### config.mk
export PLATFORM = sky130hd
export DESIGN_NAME = cra_console_access
export DESIGN_NICKNAME = d
export VERILOG_FILES = /design/src/cra_console_access.v /design/src/cra_octal_entry.v
export VERILOG_INCLUDE_DIRS = /design/src /design/src/include
export SDC_FILE = /design/constraint.sdc
export NUM_CORES = 1
export LEC_CHECK = 0
export ABC_AREA = 1
export BUFFER_PORTS_ARGS = -buffer_cell sky130_fd_sc_hd__buf_2
export CORE_AREA = 2 2 90 92
export DETAILED_ROUTE_END_ITERATION = 12
export DIE_AREA = 0 0 92 94
export GPL_TIMING_DRIVEN = 1
export PLACE_DENSITY = 0.91
export SETUP_SLACK_MARGIN = 0.05
export SLEW_MARGIN = 40
export SYNTH_ARGS = -nofsm -noshare
export SYNTH_HDL_FRONTEND = slang
export SYNTH_HIERARCHICAL = 1
export SYNTH_SLANG_ARGS = --single-unit
### constraint.sdc
create_clock -name clk -period 7.91 [get_ports clk]
set_input_delay 0.791 -clock clk [delete_from_list [all_inputs] [get_ports clk]]
set_output_delay 0.791 -clock clk [all_outputs]
set_load 0.05 [all_outputs]
### src/include/cra_defines.vh
// constants for the console register access block
// assumes plain verilog-2005 and inclusion by bare name
`ifndef CRA_DEFINES_VH
`define CRA_DEFINES_VH
// ****************************************
// status word fields
// ****************************************
`define CRA_MODE_HI 15
`define CRA_MODE_LO 14
`define CRA_REGSET_BIT 11
`define CRA_TRACE_BIT 4
`define CRA_MODE_KERNEL 2'b00
`define CRA_MODE_SUPER 2'b01
`define CRA_MODE_USER 2'b11
// ****************************************
// entry widths in octal digits, bus widths in bits
// ****************************************
`define CRA_ADDR_DIGITS 8
`define CRA_DATA_DIGITS 6
`define CRA_ADDR_W 22
`define CRA_DATA_W 16
// ****************************************
// designator codes
// ****************************************
`define CRA_DSG_SP 3'h6
`define CRA_DSG_PC 3'h7
`define CRA_DSG_GR5 3'h5
// ****************************************
// ascii codes and status word reset value
// ****************************************
`define CRA_CH_QUEST 8'h3f
`define CRA_CH_CR 8'h0d
`define CRA_CH_LF 8'h0a
`define CRA_CH_AT 8'h40
`define CRA_PSW_RESET 16'h0000
`endif

### src/cra_console_access.v
// console register access: resolves designators, holds entries, flags errors
// assumes a character decoder upstream and a bus engine reporting timeouts
// Function
// - the stack designator opens the stack pointer picked by status word bits 15 to 14.
// - mode 00 picks the kernel stack pointer and mode 11 the user stack pointer.
// - an address entry keeps only its last eight octal digits.
// - a data entry keeps only its last six octal digits.
// - missing leading digits of an entry read as zeros.
// - an odd address is refused with question mark, return, line feed and prompt.
// - a bus timeout or parity error gives the same error response and prompt.
// - registers 0 to 5 use the set chosen by status word bit 11.
// - console writes to the status word leave the trace bit unchanged.
// - proceed resumes at the program counter and alters no visible state.
`timescale 1ns/100ps
`default_nettype none
`include "cra_defines.vh"
module cra_console_access (
    input wire clk,
    input wire reset_n,
    input wire addr_clear,
    input wire addr_digit_valid,
    input wire data_clear,
    input wire data_digit_valid,
    input wire [2:0] digit,
    input wire open_reg,
    input wire [2:0] reg_designator,
    input wire open_addr,
    input wire psw_write,
    input wire [15:0] psw_in,
    input wire bus_timeout,
    input wire parity_error,
    input wire proceed,
    input wire tx_ready,
    output reg [21:0] addr_value,
    output reg [15:0] data_value,
    output reg [15:0] psw_value,
    output reg [3:0] reg_index,
    output reg reg_open_valid,
    output reg addr_open_valid,
    output reg resume,
    output reg tx_valid,
    output reg [7:0] tx_char,
    output wire err_busy
);
    // ****************************************
    // reset release
    // ****************************************
    reg rst_meta_reg;
    reg rst_sync_reg;
    always @(posedge clk or negedge reset_n) begin
        if (!reset_n) begin
            rst_meta_reg <= 1'b0;
            rst_sync_reg <= 1'b0;
        end else begin
            rst_meta_reg <= 1'b1;
            rst_sync_reg <= rst_meta_reg;
        end
    end
    wire rst_n = rst_sync_reg;
    // ****************************************
    // digit entries
    // ****************************************
    wire [23:0] addr_raw;
    wire [17:0] data_raw;
    // 8 octal digits = 24 bits, top two fall outside the 22-bit bus
    cra_octal_entry #(.WIDTH(3*`CRA_ADDR_DIGITS)) u_addr (
        .clk(clk),
        .rst_n(rst_n),
        .clear(addr_clear),
        .digit_valid(addr_digit_valid),
        .digit(digit),
        .value(addr_raw)
    );
    cra_octal_entry #(.WIDTH(3*`CRA_DATA_DIGITS)) u_data (
        .clk(clk),
        .rst_n(rst_n),
        .clear(data_clear),
        .digit_valid(data_digit_valid),
        .digit(digit),
        .value(data_raw)
    );
    // ****************************************
    // error response sequencer
    // ****************************************
    localparam ERR_IDLE = 3'd0;
    localparam ERR_Q = 3'd1;
    localparam ERR_CR = 3'd2;
    localparam ERR_LF = 3'd3;
    localparam ERR_AT = 3'd4;
    reg [2:0] err_state_reg;
    reg [2:0] err_state_next;
    wire odd_addr = open_addr && addr_raw[0];
    wire err_start = odd_addr || bus_timeout || parity_error;
    always @* begin
        err_state_next = err_state_reg;
        case (err_state_reg)
            ERR_IDLE: begin
                if (err_start) begin
                    err_state_next = ERR_Q;
                end
            end
            ERR_Q: begin
                if (tx_ready) begin
                    err_state_next = ERR_CR;
                end
            end
            ERR_CR: begin
                if (tx_ready) begin
                    err_state_next = ERR_LF;
                end
            end
            ERR_LF: begin
                if (tx_ready) begin
                    err_state_next = ERR_AT;
                end
            end
            ERR_AT: begin
                if (tx_ready) begin
                    err_state_next = ERR_IDLE;
                end
            end
            default: begin
                err_state_next = ERR_IDLE;
            end
        endcase
    end
    always @(posedge clk or negedge rst_n) begin
        if (!rst_n) begin
            err_state_reg <= ERR_IDLE;
        end else begin
            err_state_reg <= err_state_next;
        end
    end
    // ****************************************
    // error character register
    // ****************************************
    // loaded from the next state so the flopped character lines up with tx_valid
    always @(posedge clk or negedge rst_n) begin
        if (!rst_n) begin
            tx_char <= 8'h00;
        end else begin
            case (err_state_next)
                ERR_Q: tx_char <= `CRA_CH_QUEST;
                ERR_CR: tx_char <= `CRA_CH_CR;
                ERR_LF: tx_char <= `CRA_CH_LF;
                ERR_AT: tx_char <= `CRA_CH_AT;
                default: tx_char <= 8'h00;
            endcase
        end
    end
    // valid and busy are plain decodes of the state, handshake side
    always @* begin
        tx_valid = (err_state_reg != ERR_IDLE);
    end
    assign err_busy = (err_state_reg != ERR_IDLE);
    // ****************************************
    // designator resolution
    // ****************************************
    // index: 0-5 set 0, 8-13 set 1, 6 ksp, 7 pc, 14 ssp, 15 usp
    // read off the live status word, so a write one cycle earlier
    // is already in force when the designator opens
    reg [3:0] reg_index_next;
    always @* begin
        reg_index_next = {psw_value[`CRA_REGSET_BIT], reg_designator};
        if (reg_designator == `CRA_DSG_SP) begin
            case (psw_value[`CRA_MODE_HI:`CRA_MODE_LO])
                `CRA_MODE_KERNEL: reg_index_next = 4'h6;
                `CRA_MODE_USER: reg_index_next = 4'hf;
                `CRA_MODE_SUPER: reg_index_next = 4'he;
                default: reg_index_next = 4'he; // mode 10 shares the middle stack
            endcase
        end else if (reg_designator == `CRA_DSG_PC) begin
            reg_index_next = 4'h7;
        end
    end
    // ****************************************
    // status word
    // ****************************************
    // trace bit protected from console edits, a debugger may own it
    always @(posedge clk or negedge rst_n) begin
        if (!rst_n) begin
            psw_value <= `CRA_PSW_RESET;
        end else if (psw_write) begin
            psw_value <= {psw_in[15:5], psw_value[`CRA_TRACE_BIT],
                          psw_in[3:0]};
        end
    end
    // ****************************************
    // open strobes and captured values
    // ****************************************
    // opens are dropped while an error reply is going out
    always @(posedge clk or negedge rst_n) begin
        if (!rst_n) begin
            reg_index <= 4'h0;
            reg_open_valid <= 1'b0;
            addr_open_valid <= 1'b0;
            addr_value <= 22'h00_0000;
        end else begin
            reg_open_valid <= open_reg && !err_busy;
            addr_open_valid <= open_addr && !addr_raw[0] && !err_busy;
            if (open_reg && !err_busy) begin
                reg_index <= reg_index_next;
            end
            if (open_addr && !addr_raw[0] && !err_busy) begin
                addr_value <= addr_raw[21:0];
            end
        end
    end
    // data follows the entry one cycle late; proceed only echoes a strobe
    always @(posedge clk or negedge rst_n) begin
        if (!rst_n) begin
            data_value <= 16'h0000;
            resume <= 1'b0;
        end else begin
            data_value <= data_raw[15:0];
            resume <= proceed;
        end
    end
endmodule
`default_nettype wire

### src/cra_octal_entry.v
// octal digit accumulator for address or data entry
// assumes digits arrive as synchronous one-cycle strobes
`timescale 1ns/100ps
`default_nettype none
module cra_octal_entry #(
    parameter WIDTH = 24
) (
    input wire clk,
    input wire rst_n,
    input wire clear,
    input wire digit_valid,
    input wire [2:0] digit,
    output wire [WIDTH-1:0] value
);
    reg [WIDTH-1:0] value_reg;
    // ****************************************
    // shift register of digits
    // ****************************************
    // the oldest digit falls off the top, so only the newest are kept
    always @(posedge clk or negedge rst_n) begin
        if (!rst_n) begin
            value_reg <= {WIDTH{1'b0}};
        end else if (clear) begin
            value_reg <= {WIDTH{1'b0}}; // unsupplied digits read zero
        end else if (digit_valid) begin
            value_reg <= {value_reg[WIDTH-4:0], digit};
        end
    end
    assign value = value_reg;
endmodule
`default_nettype wire
==> metrics.txt, run 1 <==
Initial Util=53.1%; total power=1.34 mW; synthesis-to-layout area growth=16.6%; M1 wire length=3280 µm; Placer Congestion=0.783; Max Root-Sink Buffers=2; DR WL met3=414 µm; total core area=0.00761 mm²; Initial DRC Count=186; via density per instance=4.96; CP Max Fanout=5; Mapped Area=0.00404 mm²; net switching power=529 µW; Avg WL per Cell=13.4 µm; top sig layer=met4; clk_lat worst skew=0.35 ns; PwrDens=285 mW/mm²; Worst-Margin Slew=0.711 ns; Antenna diodes=0; # DRC=0; Die ar.=0.00865 mm²; post-route cell area=0.00471 mm²; Buf/Inv on CP=1; fraction of layout cells with a size suffix above 1=29.6%; site row count=32; setup repair bufs after CTS=0; post-synthesis cell count=388; die width=92 µm; Final ANT Viol Nets=0; Seq pwr share=47.7%; largest net degree at the start of global routing=84; crit-path cells=nor2_4 > nand2_2 > buf_2; CTS sink cnt=108; CP Launch Type=flip-flop; Fin Setup TNS=0 ns; Overflow after GRT=0; num ports=106; Final HPWL DP=5550 µm; status=complete, no violations; critical path's slowest cell=dfrtp_1; Max Clock Freq=473 MHz; Total Routed Length=7860 µm; nets=516; Worst Path Arrival=1.32 ns; final core utilization=62.0%; TritonCTS clock tree=yes; max-slew violations=0; Worst setup EP type=output port; required time worst endpoint=7.12 ns; leakage power=2.73 nW; CTS clock-pin slew for the worst setup and hold paths=0.10 ns; relative slew slack=52.6%; Vias=2919; clk_skew=0.0161 ns; VDD IR max=180 µV; internal power=814 µW; cts repair resizes=0; crit path time final=2.11 ns; CP top delay family=flip-flops; GRT Util Overall=19.1%; Final Hold Fails=0; Chip Height=94 µm; maxcap violations=0; Max H-tree Level=3; Post-Syn Area per Cell=10.4 µm²; Buffers on Ports=102; Combinational Power Share=29.6%; CTS Hold Buffers Added=0; area post-placement=0.00453 mm²; root buffer cell=clkbuf_8; global-route wire length before repair=13200 µm; number of global-route vias before repair=2874; Yosys Warn Count=6; TritonCTS Buffers=9; Tcrit/Tclk final=26.7%; crit path kind=reg2out; RSZ-0062 raised after global routing=false; Sw Ratio=39.4%; clock power share=22.7%; WL met2=4060 µm; Hold Path Class=in2async; TritonRoute pass-1 iters=5; final setup fails=0; max incr delay on CP=0.45 ns; initial antenna violation count=0
[worst register-to-register path: cells and delay by family, from the launching register on]
| kind | cells | cell delay, ns |
|---|---|---|
| flip-flops | 1 | 0.46 |
| AND/OR/NAND/NOR | 4 | 0.76 |
| buffers and inverters | 1 | 0.40 |
[through the flow]
step	std cells	setup slack, ns	hold WS [ns]
global placement	572	5.89	0.217
global route	588	5.73	0.187
CTS	588	5.78	0.188
finish	588	5.80	0.201
floorplan	389	4.68	0.331
detailed placement	572	5.81	0.227
[cell usage in the layout, fill, tap and decap left out]
master      count
nand2_1       162
dfrtp_1       107
buf_2         102
nand3_1        40
inv_1          13
mux2_2         13
clkbuf_8       10
nor2_1          7
o21ai_0         5
nor2_4          4
inv_2           4
conb_1          3
a21oi_1         2
clkinv_2        2
inv_6           2
clkinvlp_4      2
nand2_2         1
o21ai_1         1
nand4_1         1
nand3_2         1
nor3_1          1
clkinv_4        1
buf_6           1
dfrtp_4         1
[cell type report]
| class | count | area (µm²) |
|---|---|---|
| sequential | 108 | 2710 |
| clock inverter | 6 | 46.3 |
| clock buffer | 10 | 138 |
| tap | 102 | 128 |
| timing repair buffer | 103 | 522 |
| multi-input combinational | 241 | 1100 |
| inverter | 18 | 68.8 |
| fill | 642 | 2890 |
[power groups by stage]
stage          combinational [mW]  clock, mW  sequential, mW
5_1_grt                     0.423      0.341           0.647
3_3_place_gp                0.387          0           0.647
2_1_floorplan               0.162          0           0.809
3_5_place_dp                0.398          0           0.651
6_report                    0.397      0.305           0.641
4_1_cts                     0.399      0.316           0.640
[worst paths after layout]
path / slack (ns) / startpoint / end / cells past startpoint
worst max-delay path: 5.80 / err_state_reg[0]$_DFF_PN0_ / err_busy / 3
worst min-delay path: 0.20 / reset_n / rst_n$_DFF_PN0_ / 1
worst max register to register: 6.25 / u_addr/value[0]$_DFFE_PN0P_ / addr_value[11]$_DFFE_PN0P_ / 5
worst min register to register: 0.23 / rst_n$_DFF_PN0_ / addr_value[5]$_DFFE_PN0P_ / 0
min in group clk: 0.37 / rst_meta_reg$_DFF_PN0_ / rst_n$_DFF_PN0_ / 0
max in group asynchronous: 6.67 / rst_n$_DFF_PN0_ / tx_char[6]$_DFF_PN0_ / 1
[metal layers]
metal  track usage [%]  up-vias
li1                  -     1390
met1              25.2     1410
met2              32.7      108
met3              2.89       11
met4              6.84        0
met5                 0        -
(Power assumes the default switching activity.)
==> run 2: changes to the inputs <==
--- a/config.mk
+++ b/config.mk
@@ -8,11 +8,11 @@
 export LEC_CHECK = 0
 export ABC_AREA = 1
 export BUFFER_PORTS_ARGS = -buffer_cell sky130_fd_sc_hd__buf_2
-export CORE_AREA = 2 2 90 92
+export CORE_AREA = 2 2 98 100
 export DETAILED_ROUTE_END_ITERATION = 12
-export DIE_AREA = 0 0 92 94
+export DIE_AREA = 0 0 100 102
 export GPL_TIMING_DRIVEN = 1
-export PLACE_DENSITY = 0.91
+export PLACE_DENSITY = 0.82
 export SETUP_SLACK_MARGIN = 0.05
 export SLEW_MARGIN = 40
 export SYNTH_ARGS = -nofsm -noshare
==> constraint.sdc (replaced) <==
create_clock -name clk -period 1.9 [get_ports clk]
set_input_delay 0.19 -clock clk [delete_from_list [all_inputs] [get_ports clk]]
set_output_delay 0.19 -clock clk [all_outputs]
set_load 0.05 [all_outputs]
==> run 2 against run 1 <==
- via count shrank 1.8%
- total power grew to 4.2 times the previous value
- critical path depth is the same
- sequential share of layout area shrank 0.83 points
==> metrics.txt, run 2 (synthesis gave the netlist of run 1 again) <==
Final HPWL DP=5700 µm (was 5550 µm); TritonRoute pass-1 iters=5 (unchanged); VDD IR max=600 µV (was 180 µV); Initial DRC Count=128 (was 186); reg2reg start=err_state_reg[0]$_DFF_PN0_ (was u_addr/value[0]$_DFFE_PN0P_); clk_skew=0.00801 ns (was 0.0161 ns); # DRC=0 (unchanged); Buffers on Ports=102 (unchanged); die width=100 µm (was 92 µm); Antenna diodes=0 (unchanged); leakage power=2.76 nW (was 2.73 nW); status=complete, no violations (unchanged); total core area=0.00911 mm² (was 0.00761 mm²); num ports=106 (unchanged); CP Launch Type=flip-flop (unchanged); Max Clock Freq=666 MHz; most common cell after layout, fill and taps aside=nand2_1 (unchanged); Vias=2865 (was 2919); synthesis-to-layout area growth=18.3% (was 16.6%); initial antenna violation count=0 (unchanged); DP Cell Count=583 (was 572); fraction of layout cells with a size suffix above 1=29.8% (was 29.6%); max-slew violations=0 (unchanged); crit path time final=1.50 ns; commonest non-fill, non-tap cells in the layout=162 x nand2_1, 107 x dfrtp_1, 102 x buf_2 (unchanged); maxcap violations=0 (unchanged); Die ar.=0.0102 mm² (was 0.00865 mm²); Worst setup EP type=output port (unchanged); Final Hold Fails=0 (unchanged); number of global-route vias before repair=2875 (was 2874); TritonCTS clock tree=yes (unchanged); Max H-tree Level=3 (unchanged); via density per instance=4.77 (was 4.96); CTS clock-pin slew for the worst setup and hold paths=0.10 ns (about the same); nets=520 (was 516); final cell count without fillers=601 (was 588); Worst Path Arrival=1.31 ns (was 1.32 ns); Tcrit/Tclk final=79.1%; area post-placement=0.00458 mm² (was 0.00453 mm²); min-delay src=psw_in[15]; required time worst endpoint=1.71 ns (was 7.12 ns); final setup fails=0 (unchanged); root buffer cell=clkbuf_8 (unchanged); Placer Congestion=0.775 (was 0.783); Max Root-Sink Buffers=2 (unchanged); Initial Util=44.4% (was 53.1%); setup repair bufs after CTS=0 (unchanged); clk_lat worst skew=0.37 ns (was 0.35 ns); site row count=35 (was 32); GRT Util Overall=16.8% (was 19.1%); Total Routed Length=7930 µm (was 7860 µm); crit path kind=reg2out (unchanged); CTS sink cnt=108 (unchanged); CP Max Fanout=5 (unchanged); Critical path origin=err_state_reg[0]$_DFF_PN0_ (unchanged); global-route wire length before repair=13300 µm (was 13200 µm); final core utilization=52.5% (was 62.0%); Overflow after GRT=0 (unchanged); PwrDens=1170 mW/mm² (was 285 mW/mm²); Hold Path Class=in2reg (was in2async); Final ANT Viol Nets=0 (unchanged); Fin Setup TNS=0 ns (unchanged); post-route cell area=0.00478 mm² (was 0.00471 mm²); Avg WL per Cell=13.2 µm (was 13.4 µm); Chip Height=102 µm (was 94 µm); RSZ-0062 raised after global routing=false (unchanged); TritonCTS Buffers=9 (unchanged); largest net degree at the start of global routing=39 (was 84)
## run 2: routing by layer
metal	GRT usage (%)	routed length (µm)	vias up
li1	-	-	1394
met1	20.1	3250	1334
met2	27.9	3770	126
met3	7.46	813	11
met4	4.85	95	0
met5	0	0	-
## run 2: timing repair
action,in CTS,in global routing
hold buffers,2,0
gates resized for setup,0,0
endpoints found under the hold margin,3,0
## run 2: path summary, 6_finish.rpt
path	slack (ns)	cells after the start	endpoint
setup reg to reg	0.69	5	addr_value[15]$_DFFE_PN0P_
hold reg to reg	0.30	0	data_value[11]$_DFF_PN0_
max in group asynchronous	1.05	1	err_state_reg[1]$_DFF_PN0_
hold / removal	0.04	3	psw_value[15]$_DFFE_PN0P_
setup / recovery	0.40	3	tx_valid
min in group asynchronous	0.12	2	rst_n$_DFF_PN0_
## run 2: metrics by stage
stage / hold WS [ns] / total power, mW / worst slack [ns]
finish: 0.0377 / 5.61 / 0.398
global route: 0.0271 / 5.92 / 0.305
CTS: 0.0256 / 5.69 / 0.375
detailed placement: -0.0240 / 4.38 / 0.696
global placement: -0.0234 / 4.33 / 0.738
floorplan: -0.106 / 4.04 / 0.0914
## run 2: power breakdown
| part | switching [mW] | internal, mW | total (mW) |
|---|---|---|---|
| registers | 0.137 | 2.53 | 2.66 |
| clock network | 0.768 | 0.524 | 1.29 |
| logic | 1.30 | 0.354 | 1.66 |
## run 2: layout make-up
class | count | area [µm²]
inverter | 18 | 68.8
tap | 111 | 139
clock buffer | 10 | 138
fill | 833 | 4330
timing repair buffer | 107 | 578
clock inverter | 6 | 47.5
sequential | 108 | 2710
multi-input combinational | 241 | 1100
## run 2: critical path: stages (launching register included)
cell	delay, ns
dfrtp_1	0.44
nor2_4	0.18
nand2_2	0.10
buf_2	0.22
